File: src/rtl/cluster_ctrl_pkg.sv
// Constants, register map and signal bundles for the logic cluster control block.
// Assumes a 32-bit APB master and byte addresses on an 8-bit paddr.
package cluster_ctrl_pkg;

  localparam int COLUMN_CLOCKS   = 4;
  localparam int CONTROL_SIGNALS = 10;
  localparam int MAX_CELLS       = 16;

  localparam logic [7:0] ADDR_CONFIG      = 8'h00;
  localparam logic [7:0] ADDR_CELL_CLOCK  = 8'h04;
  localparam logic [7:0] ADDR_CELL_PRESET = 8'h08;
  localparam logic [7:0] ADDR_STATUS      = 8'h0C;

  localparam int STATUS_CTRL_LSB = 0;
  localparam int STATUS_CELL_LSB = 16;

  // Configuration word, bit 0 upward: first_sel, second_sel, clear_sel,
  // both_edges, push_back, power_up_high
  typedef struct packed {
    logic       power_up_high;
    logic       push_back;
    logic       both_edges;
    logic [1:0] clear_sel;
    logic [1:0] second_sel;
    logic [1:0] first_sel;
  } config_t;

  localparam int      CONFIG_WIDTH   = 9;
  localparam config_t CONFIG_RESET   = 9'h0A4;
  localparam logic    CELL_BIT_RESET = 1'b0;

  typedef struct packed {
    logic ena_first;
    logic ena_second;
    logic aclr_second;
    logic sclr;
    logic aload;
    logic sload;
    logic addnsub;
  } local_route_t;

  typedef struct packed {
    logic clk_first;
    logic clk_second;
    logic ena_first;
    logic ena_second;
    logic aclr_first;
    logic aclr_second;
    logic sclr;
    logic aload;
    logic sload;
    logic addnsub;
  } cluster_ctrl_t;

endpackage

File: src/rtl/logic_cluster.sv
// Control-signal generation for one logic cluster plus the cluster's cell registers.
// Assumes column clocks, local routing and cell inputs arrive asynchronously to pclk.
//
// Implementation choices: the address map and the APB interface to the registers.
`timescale 1ns/100ps

module logic_cluster
  import cluster_ctrl_pkg::*;
#(
  parameter int CELLS = 8
) (
  input  wire logic                     pclk,
  input  wire logic                     presetn,
  input  wire logic                     psel,
  input  wire logic                     penable,
  input  wire logic                     pwrite,
  input  wire logic [7:0]               paddr,
  input  wire logic [31:0]              pwdata,
  output logic      [31:0]              prdata,
  output logic                          pready,
  output logic                          pslverr,
  input  wire logic [COLUMN_CLOCKS-1:0] column_clock,
  input  wire local_route_t             local_route,
  input  wire logic [CELLS-1:0]         operand_a,
  input  wire logic [CELLS-1:0]         operand_b,
  input  wire logic [CELLS-1:0]         cell_fourth_data_input,
  output cluster_ctrl_t                 cluster_ctrl,
  output logic      [CELLS-1:0]         cell_q,
  output logic                          carry_out
);

  function automatic logic addr_known(input logic [7:0] a);
    return (a == ADDR_CONFIG) || (a == ADDR_CELL_CLOCK) ||
           (a == ADDR_CELL_PRESET) || (a == ADDR_STATUS);
  endfunction

  // Two-stage synchronisers for everything arriving from outside pclk
  logic [COLUMN_CLOCKS-1:0] col_meta_reg;
  logic [COLUMN_CLOCKS-1:0] col_sync_reg;
  local_route_t             route_meta_reg;
  local_route_t             route_sync_reg;
  logic [3*CELLS-1:0]       data_meta_reg;
  logic [3*CELLS-1:0]       data_sync_reg;
  logic [CELLS-1:0]         a_sync;
  logic [CELLS-1:0]         b_sync;
  logic [CELLS-1:0]         d3_sync;

  always_ff @(posedge pclk or negedge presetn) begin
    if (!presetn) begin
      col_meta_reg   <= '0;
      col_sync_reg   <= '0;
      route_meta_reg <= '0;
      route_sync_reg <= '0;
      data_meta_reg  <= '0;
      data_sync_reg  <= '0;
    end else begin
      col_meta_reg   <= column_clock;
      col_sync_reg   <= col_meta_reg;
      route_meta_reg <= local_route;
      route_sync_reg <= route_meta_reg;
      data_meta_reg  <= {cell_fourth_data_input, operand_b, operand_a};
      data_sync_reg  <= data_meta_reg;
    end
  end

  assign a_sync  = data_sync_reg[CELLS-1:0];
  assign b_sync  = data_sync_reg[2*CELLS-1:CELLS];
  assign d3_sync = data_sync_reg[3*CELLS-1:2*CELLS];

  // APB register file
  config_t          cfg_reg;
  config_t          cfg_next;
  logic [CELLS-1:0] cell_clock_reg;
  logic [CELLS-1:0] cell_clock_next;
  logic [CELLS-1:0] preset_reg;
  logic [CELLS-1:0] preset_next;
  logic [31:0]      prdata_reg;
  logic [31:0]      prdata_next;
  logic [31:0]      read_word;
  logic             wr_take;
  cluster_ctrl_t    ctrl_reg;
  logic [CELLS-1:0] cell_q_reg;

  always_comb begin
    wr_take         = psel && penable && pwrite && addr_known(paddr);
    cfg_next        = cfg_reg;
    cell_clock_next = cell_clock_reg;
    preset_next     = preset_reg;
    read_word       = 32'h0000_0000;
    unique case (paddr)
      ADDR_CONFIG:      read_word[CONFIG_WIDTH-1:0] = cfg_reg;
      ADDR_CELL_CLOCK:  read_word[CELLS-1:0] = cell_clock_reg;
      ADDR_CELL_PRESET: read_word[CELLS-1:0] = preset_reg;
      ADDR_STATUS: begin
        read_word[STATUS_CTRL_LSB +: CONTROL_SIGNALS] = ctrl_reg;
        read_word[STATUS_CELL_LSB +: CELLS]           = cell_q_reg;
      end
      default: read_word = 32'h0000_0000;
    endcase
    if (wr_take && paddr == ADDR_CONFIG) begin
      cfg_next = config_t'(pwdata[CONFIG_WIDTH-1:0]);
    end
    if (wr_take && paddr == ADDR_CELL_CLOCK) begin
      cell_clock_next = pwdata[CELLS-1:0];
    end
    if (wr_take && paddr == ADDR_CELL_PRESET) begin
      preset_next = pwdata[CELLS-1:0];
    end
    prdata_next = (psel && !penable && !pwrite) ? read_word : prdata_reg;
  end

  always_ff @(posedge pclk or negedge presetn) begin
    if (!presetn) begin
      cfg_reg        <= CONFIG_RESET;
      cell_clock_reg <= {CELLS{CELL_BIT_RESET}};
      preset_reg     <= {CELLS{CELL_BIT_RESET}};
      prdata_reg     <= 32'h0000_0000;
    end else begin
      cfg_reg        <= cfg_next;
      cell_clock_reg <= cell_clock_next;
      preset_reg     <= preset_next;
      prdata_reg     <= prdata_next;
    end
  end

  assign prdata  = prdata_reg;
  assign pready  = 1'b1;
  assign pslverr = psel && penable && (!addr_known(paddr) || (pwrite && paddr == ADDR_STATUS));

  // Cluster-wide control signal selection
  cluster_ctrl_t ctrl_next;
  logic [1:0]    clk_prev_reg;
  logic [1:0]    clk_prev_next;

  always_comb begin
    ctrl_next.clk_first   = col_sync_reg[cfg_reg.first_sel];
    ctrl_next.clk_second  = cfg_reg.both_edges ? !col_sync_reg[cfg_reg.first_sel]
                                               : col_sync_reg[cfg_reg.second_sel];
    ctrl_next.aclr_first  = col_sync_reg[cfg_reg.clear_sel];
    ctrl_next.ena_first   = route_sync_reg.ena_first;
    ctrl_next.ena_second  = route_sync_reg.ena_second;
    ctrl_next.aclr_second = route_sync_reg.aclr_second;
    ctrl_next.sclr        = route_sync_reg.sclr;
    ctrl_next.aload       = route_sync_reg.aload;
    ctrl_next.sload       = route_sync_reg.sload;
    ctrl_next.addnsub     = route_sync_reg.addnsub;
    clk_prev_next         = {ctrl_reg.clk_second, ctrl_reg.clk_first};
  end

  always_ff @(posedge pclk or negedge presetn) begin
    if (!presetn) begin
      ctrl_reg     <= '0;
      clk_prev_reg <= 2'h0;
    end else begin
      ctrl_reg     <= ctrl_next;
      clk_prev_reg <= clk_prev_next;
    end
  end

  assign cluster_ctrl = ctrl_reg;

  // Cell registers and add/subtract chain
  logic             evt_first;
  logic             evt_second;
  logic             aclr_any;
  logic [CELLS-1:0] evt_cell;
  logic [CELLS-1:0] inv_bit;
  logic [CELLS-1:0] one_bit;
  logic [CELLS-1:0] sum_bit;
  logic [CELLS-1:0] b_eff;
  logic [CELLS-1:0] store_reg;
  logic [CELLS-1:0] store_next;
  logic [CELLS-1:0] cell_q_next;
  logic             carry;
  logic             carry_reg;

  always_comb begin
    // A disabled enable suppresses the edge entirely
    evt_first  = ctrl_reg.clk_first && !clk_prev_reg[0] && ctrl_reg.ena_first;
    evt_second = ctrl_reg.clk_second && !clk_prev_reg[1] && ctrl_reg.ena_second;
    aclr_any   = ctrl_reg.aclr_first || ctrl_reg.aclr_second;
    carry      = ctrl_reg.addnsub;
    for (int i = 0; i < CELLS; i++) begin
      b_eff[i]   = b_sync[i] ^ ctrl_reg.addnsub;
      sum_bit[i] = a_sync[i] ^ b_eff[i] ^ carry;
      carry      = (a_sync[i] & b_eff[i]) | (carry & (a_sync[i] ^ b_eff[i]));
    end
    for (int i = 0; i < CELLS; i++) begin
      evt_cell[i]   = cell_clock_reg[i] ? evt_second : evt_first;
      inv_bit[i]    = preset_reg[i] && cfg_reg.push_back;
      one_bit[i]    = preset_reg[i] && (!cfg_reg.push_back || cfg_reg.power_up_high);
      store_next[i] = store_reg[i];
      if (aclr_any) begin
        store_next[i] = 1'b0;
      end else if (ctrl_reg.aload) begin
        store_next[i] = one_bit[i] ? !inv_bit[i] : (d3_sync[i] ^ inv_bit[i]);
      end else if (evt_cell[i]) begin
        if (ctrl_reg.sclr) begin
          store_next[i] = inv_bit[i];
        end else if (ctrl_reg.sload) begin
          store_next[i] = d3_sync[i] ^ inv_bit[i];
        end else begin
          store_next[i] = sum_bit[i] ^ inv_bit[i];
        end
      end
      cell_q_next[i] = store_next[i] ^ inv_bit[i];
    end
  end

  always_ff @(posedge pclk or negedge presetn) begin
    if (!presetn) begin
      store_reg  <= {CELLS{CELL_BIT_RESET}};
      cell_q_reg <= {CELLS{CELL_BIT_RESET}};
      carry_reg  <= 1'b0;
    end else begin
      store_reg  <= store_next;
      cell_q_reg <= cell_q_next;
      carry_reg  <= carry;
    end
  end

  assign cell_q    = cell_q_reg;
  assign carry_out = carry_reg;

  // Reference for the chain: a + b or a - b, carry out on top
  logic [CELLS:0] ref_sum;
  assign ref_sum = {1'b0, a_sync} + {1'b0, b_eff} + {{CELLS{1'b0}}, ctrl_reg.addnsub};

  a_route_copy: assert property (
    @(posedge pclk) disable iff (!presetn)
    1'b1 |=> {ctrl_reg.ena_first, ctrl_reg.ena_second, ctrl_reg.aclr_second, ctrl_reg.sclr,
              ctrl_reg.aload, ctrl_reg.sload, ctrl_reg.addnsub} == $past(route_sync_reg))
    else $error("routed control signals not copied from local routing");

  a_first_mux: assert property (
    @(posedge pclk) disable iff (!presetn)
    1'b1 |=> ctrl_reg.clk_first == $past(col_sync_reg[cfg_reg.first_sel]))
    else $error("first cluster clock not from selected column clock");

  a_clear_sources: assert property (
    @(posedge pclk) disable iff (!presetn)
    1'b1 |=> ctrl_reg.aclr_first == $past(col_sync_reg[cfg_reg.clear_sel]) &&
             ctrl_reg.aclr_second == $past(route_sync_reg.aclr_second))
    else $error("asynchronous clear sources wrong");

  a_both_edges: assert property (
    @(posedge pclk) disable iff (!presetn)
    cfg_reg.both_edges && $stable(cfg_reg) |=> ctrl_reg.clk_second == !ctrl_reg.clk_first)
    else $error("both-edge use does not occupy second cluster clock");

  a_add_sub: assert property (
    @(posedge pclk) disable iff (!presetn) 1'b1 |=> carry_out == $past(ref_sum[CELLS]))
    else $error("add/subtract chain carry wrong");

  for (genvar g = 0; g < CELLS; g++) begin : g_cell_check
    a_enable_hold: assert property (
      @(posedge pclk) disable iff (!presetn)
      !aclr_any && !ctrl_reg.aload &&
      (cell_clock_reg[g] ? !ctrl_reg.ena_second : !ctrl_reg.ena_first)
      |=> $stable(store_reg[g]))
      else $error("cell register changed with its enable low");

    a_clear_wins: assert property (
      @(posedge pclk) disable iff (!presetn)
      aclr_any && (ctrl_reg.sload || ctrl_reg.aload) |=> cell_q_reg[g] == $past(inv_bit[g]))
      else $error("clear did not override load");

    a_push_back: assert property (
      @(posedge pclk) disable iff (!presetn)
      aclr_any && inv_bit[g] |=> cell_q_reg[g] && !store_reg[g])
      else $error("inverted preset not realised by clear");

    a_aload_one: assert property (
      @(posedge pclk) disable iff (!presetn)
      !aclr_any && ctrl_reg.aload && one_bit[g] |=> cell_q_reg[g])
      else $error("asynchronous load preset did not give one");

    a_aload_data: assert property (
      @(posedge pclk) disable iff (!presetn)
      !aclr_any && ctrl_reg.aload && !one_bit[g] |=> cell_q_reg[g] == $past(d3_sync[g]))
      else $error("asynchronous load data not from fourth input");
  end

endmodule // logic_cluster

File: config.mk
export PLATFORM = sky130hd
export DESIGN_NAME = logic_cluster
export DESIGN_NICKNAME = d
export VERILOG_FILES = /design/src/rtl/cluster_ctrl_pkg.sv /design/src/rtl/logic_cluster.sv
export SDC_FILE = /design/constraint.sdc
export NUM_CORES = 1
export LEC_CHECK = 0
export CORE_MARGIN = 1.5
export CORE_UTILIZATION = 50
export CTS_BUF_LIST = sky130_fd_sc_hd__clkbuf_2 sky130_fd_sc_hd__clkbuf_4 sky130_fd_sc_hd__clkbuf_8
export DETAILED_ROUTE_END_ITERATION = 10
export DONT_BUFFER_PORTS = 1
export GPL_TIMING_DRIVEN = 0
export PLACE_DENSITY = 0.63
export SETUP_SLACK_MARGIN = 0.2
export SLEW_MARGIN = 15
export SYNTH_ARGS = -nofsm -noshare
export SYNTH_HDL_FRONTEND = slang
export SYNTH_SLANG_ARGS = --single-unit
File: constraint.sdc
create_clock -name pclk -period 5.5 [get_ports pclk]
set_input_delay 0.825 -clock pclk [delete_from_list [all_inputs] [get_ports pclk]]
set_output_delay 0.825 -clock pclk [all_outputs]
set_load 0.05 [all_outputs]
==> impl_metrics.ini, run 1 <==
[floorplan]
fp-row-count = 39
die_w_microns = 111.6
die_area_sq_mm = 0.01245
boundaryPins = 133
initial_utilization = 0.5142
coreArea_sq_mm = 0.01147
die_h_microns = 111.6

[timing]
slew_headroom = 0.3954
finalSetupViolations = 0
fin_crit_sh = 0.9233
slew_violations = 0
setup-tns-final_ps = 0
fin_skew_ps = 11.27
hold_violations = 0
period_minus_slack_ps = 5078
setup_ws_ps = 422.0
holdWs_ps = 63.69
clock.fmax_mhz = 196.9
tightest_slew_ps = 895.5
rsz0062_at_grt = no

[logic_synthesis]
syn_inst = 412
synth-simple-area-share = 0.09421
synth_top_area_cell = dfrtp_1
synth-compound-area-share = 0.1042
synth.distinct_cells = 46
synth_area_sq_mm = 0.005897
synth_top_cell_area_share = 0.5899
synthXorXnorAreaFrac = 0.02228
avgSynthCellArea_sq_um = 14.31
yosys_warnings = 0
yosysSeqAreaShare = 0.6032
netlist_top_cells_area = dfrtp_1 (59%), mux4_2 (4.2%), mux2_4 (4.1%)
synth_adder_area_share = 0.02376
muxShareOfSynthArea = 0.1154
synth_top_family_by_area = multiplexers
ys_ff_latch = 142

[cells_and_area]
n_antenna_cell = 0
finalNetCount = 531
area_delta_synth_final_pct = 11.08
drive_gt1_frac = 0.2144
n_fill_cell = 891
final_cell_mix = dfrtp_1 (139), nor2_1 (19), a22o_1 (17), clkbuf_8 (17)
final_common_cell = dfrtp_1
fin_area_sq_mm = 0.006550

[routing]
drcViolationCount = 0
dr_total_vias = 3534
drt-wirelength-per-cell_microns = 20.08
avgViaCountPerCell = 5.890
first_pass_iters = 4
ant_nets = 0
first_iter_violations = 211
drt-total-wl_microns = 12050

[placement]
pre_cts_slack_ps = 213.6
place.gp.congestion = 0.8524
placedInstanceArea_sq_mm = 0.006125
portBuffers = 0
hpwl_microns = 8474

[power]
power_frac_seq = 0.528
swShare = 0.2560
combPwrFrac = 0.069
vdd_ir_drop_max_mv = 0.1983
p_per_area_mw_per_mm2 = 329.4
power.leakage_nw = 2.863
pwr-share-clk = 0.404
switchingPower_w = 0.0005523
intPower_w = 0.001606

[grt]
grt_pass1_vias = 3509
grtUsageTotal = 0.2094
grt_pass1_wl_microns = 19560
grt_max_degree = 143
antenna_found_initial = 0
gr-total-overflow = 0

[clocking]
cts_buffer_depth = 2
cts_tree = built
cts_sinks = 142
clkTransAtPathRegs_ps = 80
clk_latency_ps = 450
cts_max_level = 4
cts_root_buffer = clkbuf_8
cts_made_buffers = 17
postCtsHoldBufs = 0

[run]
cap_violations = 0

[worst_setup_path]
worstPathRequired_ps = 5790
end_kind = register
cp.arrival_ps = 5370
start_kind = register
worst-path-max-fanout = 9
path_class = register to register

[status]
status = finished clean

[worst_hold_path]
hp-class = input port to async pin
## critical path, cell delays in order, from the launching register on
cell and delay, ps:
dfrtp_1 560, clkbuf_2 320, mux2_2 330, fa_1 390
fa_1 410, fa_1 440, fa_1 400, fa_1 390
fa_1 390, fa_1 490, mux2i_1 60, nor2_1 160
o31ai_1 100, a221oi_1 470
## cells by family after synthesis
kind of cell,after synthesis
DFF,142
and+or+nand+nor,85
AOI/OAI and AO/OA,79
muxes,45
buffers and inverters,37
xor gates and xnor gates,15
adders and majority gates,7
other,2
## routing by layer
metal / GRT usage / vias to the layer above / wire length, microns / share of wire
met1: 0.2825 / 1774 / 5149 / 0.43
met3: 0.07948 / 25 / 970 / 0.081
li1: - / 1585 / - / -
met2: 0.3067 / 150 / 5627 / 0.47
met5: 0 / - / 0 / 0
met4: 0.08861 / 0 / 301 / 0.025
## cells in the mapped netlist (all sizes together)
| master | instances |
|---|---|
| a31oi | 9 |
| a22o | 17 |
| nor3 | 9 |
| nand2 | 15 |
| nor3b | 1 |
| nand4bb | 7 |
| o311ai | 7 |
| a21oi | 9 |
| o21ai | 2 |
| mux2 | 26 |
| and2 | 7 |
| fa | 7 |
| mux4 | 11 |
| buf | 20 |
| or4b | 1 |
| inv | 3 |
| and3 | 1 |
| conb | 2 |
| o21a | 1 |
| mux2i | 8 |
| dfrtp | 139 |
| a221oi | 7 |
| clkbuf | 14 |
| nand3 | 2 |
| nor4bb | 2 |
| o31a | 8 |
| nor2 | 19 |
| a211oi | 1 |
| nor2b | 1 |
| nand3b | 1 |
| o2111ai | 9 |
| o31ai | 8 |
| or4 | 1 |
| nand4b | 16 |
| xor2 | 7 |
| nor4 | 2 |
| xnor2 | 8 |
| o211ai | 1 |
| dfstp | 3 |
## repair_timing
item / 4_1_cts / 5_1_grt
resized for setup: 1 / 0
setup endpoints to repair: 1 / 0
buffers inserted: 0 / 0
## path summary, 6_finish.rpt
kind                                      start                end  slack [ps]  cells after the start
worst max-delay path            cluster_ctrl[0]          cell_q[7]         420                     13
worst min-delay path                    presetn  cell_clock_reg[4]          60                      0
worst max register to register  cluster_ctrl[0]          cell_q[7]         420                     13
worst min register to register     ctrl_next[1]    cluster_ctrl[1]         350                      0
max in group asynchronous               presetn  data_sync_reg[22]        5200                      0
min in group pclk                  ctrl_next[1]    cluster_ctrl[1]         350                      0
## power groups by stage
stage	logic (W)	registers, W	clock network (W)
global route	0.000163	0.00114	0.000942
CTS	0.000148	0.00114	0.000905
detailed placement	0.000148	0.00116	0
global placement	0.000145	0.00116	0
floorplan	0.000122	0.00115	0
finish	0.000149	0.00114	0.000871
## cell type report
class	instances	area, sq um	share of cell area
Sequential cell	142	3557	0.5431
Multi-Input combinational cell	246	2178	0.3326
Clock buffer	18	241.5	0.03687
Buffer	34	200.2	0.03056
Clock inverter	14	182.7	0.02789
Tap cell	143	178.9	0.02732
Inverter	3	11.26	0.001719
## per-stage QoR
step	utilization	power, W	cells
detailed placement	0.5341	0.001308	568
floorplan	-	0.001271	425
global route	0.5712	0.002249	600
CTS	0.5712	0.002192	600
finish	0.5712	0.002158	600
global placement	0.5341	0.001303	568
No activity file was read; power rests on OpenSTA's default activity.
==> run 2, diff against run 1 <==
--- a/config.mk
+++ b/config.mk
@@ -10,10 +10,9 @@
 export CTS_BUF_LIST = sky130_fd_sc_hd__clkbuf_2 sky130_fd_sc_hd__clkbuf_4 sky130_fd_sc_hd__clkbuf_8
 export DETAILED_ROUTE_END_ITERATION = 10
 export DONT_BUFFER_PORTS = 1
-export GPL_TIMING_DRIVEN = 0
 export PLACE_DENSITY = 0.63
 export SETUP_SLACK_MARGIN = 0.2
-export SLEW_MARGIN = 15
+export SLEW_MARGIN = 20
 export SYNTH_ARGS = -nofsm -noshare
 export SYNTH_HDL_FRONTEND = slang
 export SYNTH_SLANG_ARGS = --single-unit
==> constraint.sdc (replaced) <==
create_clock -name pclk -period 5.5 [get_ports pclk]
set_input_delay 1.65 -clock pclk [delete_from_list [all_inputs] [get_ports pclk]]
set_output_delay 1.65 -clock pclk [all_outputs]
set_load 0.05 [all_outputs]
==> impl_metrics.ini, run 2 (same netlist as run 1, synthesis figures left out) <==
[floorplan]
coreArea_sq_mm = 0.01147
fp-row-count = 39
die_w_microns = 111.6
initial_utilization = 0.5142
die_area_sq_mm = 0.01245
die_h_microns = 111.6
boundaryPins = 133

[routing]
drcViolationCount = 0
ant_nets = 0
drt-wirelength-per-cell_microns = 20.70
drt-total-wl_microns = 11760
dr_total_vias = 3454
first_iter_violations = 245
first_pass_iters = 4
avgViaCountPerCell = 6.081

[cells_and_area]
final_cell_mix = dfrtp_1 (139), clkbuf_8 (21), nor2_1 (19), a22o_1 (17)
n_fill_cell = 909
drive_gt1_frac = 0.1859
area_delta_synth_final_pct = 7.384
final_util = 0.5522
final_common_cell = dfrtp_1
n_antenna_cell = 0
finalNetCount = 499

[timing]
fin_skew_ps = 10.92
fin_crit_sh = 0.8341
period_minus_slack_ps = 4588
clock.fmax_mhz = 218.0
setup-tns-final_ps = 0
hold_violations = 0
rsz0062_at_grt = no
slew_headroom = 0.3055
finalSetupViolations = 0
slew_violations = 0
setup_ws_ps = 912.4
tightest_slew_ps = 1042

[clocking]
cts_root_buffer = clkbuf_8
cts_made_buffers = 17
postCtsHoldBufs = 0
cts_tree = built
cts_buffer_depth = 2
clk_latency_ps = 460
cts_sinks = 142
post_cts_resized = 0
clkTransAtPathRegs_ps = 80
cts_max_level = 4
post-cts-setup-buffers = 0

[placement]
pre_cts_slack_ps = 911.0
place.gp.congestion = 0.8133
hpwl_microns = 7931
portBuffers = 0

[worst_setup_path]
cp_cell_sequence = mux2_2, fa_1, fa_1, fa_1, fa_1, fa_1, fa_1, fa_1, mux2i_1, nor2_1, o31ai_1, a221oi_1
path_class = register to register
start_kind = register
slowest_stage = fa_1
crit_top_cell = fa_1
cp.arrival_ps = 4890
end_kind = register
worst-path-max-fanout = 4
cp_slowest_stage_delay_ps = 490
worstPathRequired_ps = 5800
reg2regPathDepth = 12

[power]
power.leakage_nw = 2.736
vdd_ir_drop_max_mv = 0.2297
p_per_area_mw_per_mm2 = 328.0

[grt]
gr-total-overflow = 0
grt_pass1_wl_microns = 19120
grt_max_degree = 143
antenna_found_initial = 0
grtUsageTotal = 0.2039
grt_pass1_vias = 3401

[worst_hold_path]
whs_path_depth = 0
hp-class = register to register

[run]
cap_violations = 0

[status]
status = finished clean
## run 2: cell types whose count changed in the layout (fill, tap and decap cells not counted), sizes merged
cell / previous run / this run
buf: 20 / 2
clkinvlp: 2 / 3
clkinv: 4 / 2
inv: 8 / 5
clkbuf: 32 / 24
bufinv: 3 / 1
## run 2: layer usage
layer	up-vias	global-route usage	part of all wire
met5	-	0	0
met3	19	0.07621	0.082
met2	155	0.2982	0.46
li1	1521	-	-
met1	1759	0.2777	0.44
met4	0	0.08270	0.017
## run 2: power breakdown
group          switching [W]  total (W)  internal, W
combinational      0.0000795   0.000131    0.0000519
sequential         0.0000586    0.00114      0.00108
clock               0.000382   0.000803     0.000421
## run 2: layout make-up
type | instances | area, sq um | share of cell area
clock inverters | 8 | 80.08 | 0.01265
repair buffers | 2 | 15.01 | 0.002371
clock buffers | 24 | 311.5 | 0.04920
inverters | 3 | 11.26 | 0.001778
flip-flops and latches | 142 | 3557 | 0.5617
well taps | 143 | 178.9 | 0.02826
multi-input cells | 246 | 2178 | 0.3440
## run 2: path summary, 6_finish.rpt
check | startpoint | slack (ps) | to
max | cluster_ctrl[0] | 910 | cell_q[7]
min | ctrl_next[1] | 340 | cluster_ctrl[1]
max reg2reg | cluster_ctrl[0] | 910 | cell_q[7]
min reg2reg | ctrl_next[1] | 340 | cluster_ctrl[1]
max in group asynchronous | presetn | 4350 | cfg_reg[7]
min in group asynchronous | presetn | 880 | prdata[3]
## run 2: worst max-delay path, delay by kind of cell, from the launching register on
| family | cells | cell delay (ps) |
|---|---|---|
| adders and majority gates | 7 | 2880 |
| AOI/OAI and AO/OA | 2 | 530 |
| DFF | 1 | 450 |
| muxes | 2 | 360 |
| and+or+nand+nor | 1 | 190 |
## run 2: through the flow
step / area (sq um) / std cells / hold slack [ps] / power, W
floorplan: 5946 / 425 / 331.2 / 0.001271
global placement: 5941 / 536 / 331.6 / 0.001287
detailed placement: 5941 / 536 / 334.7 / 0.001294
CTS: 6332 / 568 / 344.0 / 0.002100
global route: 6332 / 568 / 346.8 / 0.002159
finish: 6332 / 568 / 343.0 / 0.002077
==> run 3, diff against run 2 <==
--- a/config.mk
+++ b/config.mk
@@ -10,7 +10,7 @@
 export CTS_BUF_LIST = sky130_fd_sc_hd__clkbuf_2 sky130_fd_sc_hd__clkbuf_4 sky130_fd_sc_hd__clkbuf_8
 export DETAILED_ROUTE_END_ITERATION = 10
 export DONT_BUFFER_PORTS = 1
-export PLACE_DENSITY = 0.63
+export PLACE_DENSITY = 0.66
 export SETUP_SLACK_MARGIN = 0.2
 export SLEW_MARGIN = 20
 export SYNTH_ARGS = -nofsm -noshare
==> constraint.sdc (replaced) <==
create_clock -name pclk -period 4 [get_ports pclk]
set_input_delay 1.2 -clock pclk [delete_from_list [all_inputs] [get_ports pclk]]
set_output_delay 1.2 -clock pclk [all_outputs]
set_load 0.05 [all_outputs]
==> impl_metrics.ini, run 3 (same netlist as run 1, synthesis figures left out) <==
[status]
status = finished, violations left
failed_checks = negative setup slack

[clocking]
cts_made_buffers = 17
cts_tree = built
cts_root_buffer = clkbuf_8
postCtsHoldBufs = 0
cts_max_level = 4
clk_latency_ps = 470
clkTransAtPathRegs_ps = 90
cts_sinks = 142
cts_buffer_depth = 2

[power]
vdd_ir_drop_max_mv = 0.3293
power.leakage_nw = 2.756
design_power_total_w = 0.002912
combPwrFrac = 0.065
switchingPower_w = 0.0008203
swShare = 0.2817
power_frac_seq = 0.540
pwr-share-clk = 0.395
intPower_w = 0.002091
p_per_area_mw_per_mm2 = 455.9

[worst_setup_path]
cp.arrival_ps = 4380
r2r_start = cluster_ctrl[0]
path_class = register to register
end_kind = register
worstPathRequired_ps = 4360
worst-path-max-fanout = 4
r2r_slack_ps = -20
start_kind = register
crit_start = cluster_ctrl[0]

[timing]
holdWs_ps = 346.6
rsz0062_at_grt = yes
fin_crit_sh = 1.006
setup-tns-final_ps = -23.26
period_minus_slack_ps = 4023
slew_violations = 0
clock.fmax_mhz = 248.6
hold_violations = 0
finalSetupViolations = 1
tightest_slew_ps = 1042
slew_headroom = 0.3054
fin_skew_ps = 13.49
setup_ws_ps = -23.26

[cells_and_area]
n_antenna_cell = 0
finalNetCount = 502
n_fill_cell = 892
final_cell_mix = dfrtp_1 (138), nor2_1 (18), mux2_4 (17), a22o_1 (17), clkbuf_8 (17)
drive_gt1_frac = 0.2103
final_common_cell = dfrtp_1
area_delta_synth_final_pct = 8.296
final_util = 0.5569

[placement]
place.gp.congestion = 0.8044
portBuffers = 0
hpwl_microns = 7893
pre_cts_slack_ps = -80.95

[floorplan]
die_w_microns = 111.6
initial_utilization = 0.5142
die_h_microns = 111.6
fp-row-count = 39
die_area_sq_mm = 0.01245
boundaryPins = 133
coreArea_sq_mm = 0.01147

[routing]
first_pass_iters = 5
drt-wirelength-per-cell_microns = 20.81
drcViolationCount = 0
dr_total_vias = 3530
avgViaCountPerCell = 6.182
ant_nets = 0
drt-total-wl_microns = 11880
first_iter_violations = 245

[grt]
antenna_found_initial = 0
grt_max_degree = 143
grtUsageTotal = 0.2021
grt_pass1_vias = 3488
gr-total-overflow = 0
grt_pass1_wl_microns = 18750

[worst_hold_path]
hold_path.startpoint = data_meta_reg[13]
hp-class = register to register

[run]
cap_violations = 0
## run 3: cell types whose count changed in the layout (fill, tap and decap cells not counted), sizes merged
cell and delta:
clkinvlp -2, buf +3, inv +10, clkbuf -7
clkinv -1
## run 3: final timing paths
kind                                endpoint  cells after the start
min in group asynchronous          prdata[4]                      0
setup / recovery                   cell_q[7]                     12
setup reg to reg                   cell_q[7]                     12
hold / removal             data_sync_reg[13]                      0
hold reg to reg            data_sync_reg[13]                      0
max in group asynchronous         cfg_reg[7]                      0
## run 3: final cells by class
type / instances / area [sq um] / share of cell area
Sequential cell: 142 / 3558 / 0.5572
Multi-Input combinational cell: 246 / 2200 / 0.3444
Clock buffer: 17 / 234.0 / 0.03664
Tap cell: 143 / 178.9 / 0.02802
Clock inverter: 15 / 166.4 / 0.02606
Timing Repair Buffer: 5 / 37.54 / 0.005878
Inverter: 3 / 11.26 / 0.001763
## run 3: routing by layer
metal,share of wire,track usage
met1,0.42,0.2626
met2,0.47,0.3047
met3,0.088,0.07730
met4,0.020,0.08945
met5,0,0
## run 3: power groups by stage
| stage | logic (W) | clock network (W) | registers (W) |
|---|---|---|---|
| final | 0.000189 | 0.00115 | 0.00157 |
| after global routing | 0.000206 | 0.00125 | 0.00158 |
| after CTS | 0.000188 | 0.00119 | 0.00157 |
| after detailed placement | 0.000188 | 0 | 0.00160 |
| after global placement | 0.000180 | 0 | 0.00160 |
| after floorplan | 0.000171 | 0 | 0.00158 |
## run 3: repair_timing
| action | 4_1_cts | 5_1_grt |
|---|---|---|
| gates resized for setup | 0 | 2 |
| endpoints found under the setup margin | 2 | 4 |
| setup buffers | 0 | 0 |
| cloned | 0 | 0 |
| pin swaps | 1 | 0 |
| endpoints found under the hold margin | 0 | 0 |
## run 3: worst max-delay path: stages (launching register included)
cell and delay [ps]:
dfrtp_2 440, mux2_4 280, fa_2 340, fa_2 350, fa_2 350, fa_2 350, fa_2 360, fa_2 350
fa_1 480, mux2i_1 70, nor2_2 170, o31ai_1 90, a221oi_1 280
## run 3: per-stage QoR
step                      area (sq um)  instances
final                             6386        571
after global routing              6386        571
after CTS                         6380        571
after detailed placement          5979        539
after global placement            5979        539
after floorplan                   5972        425
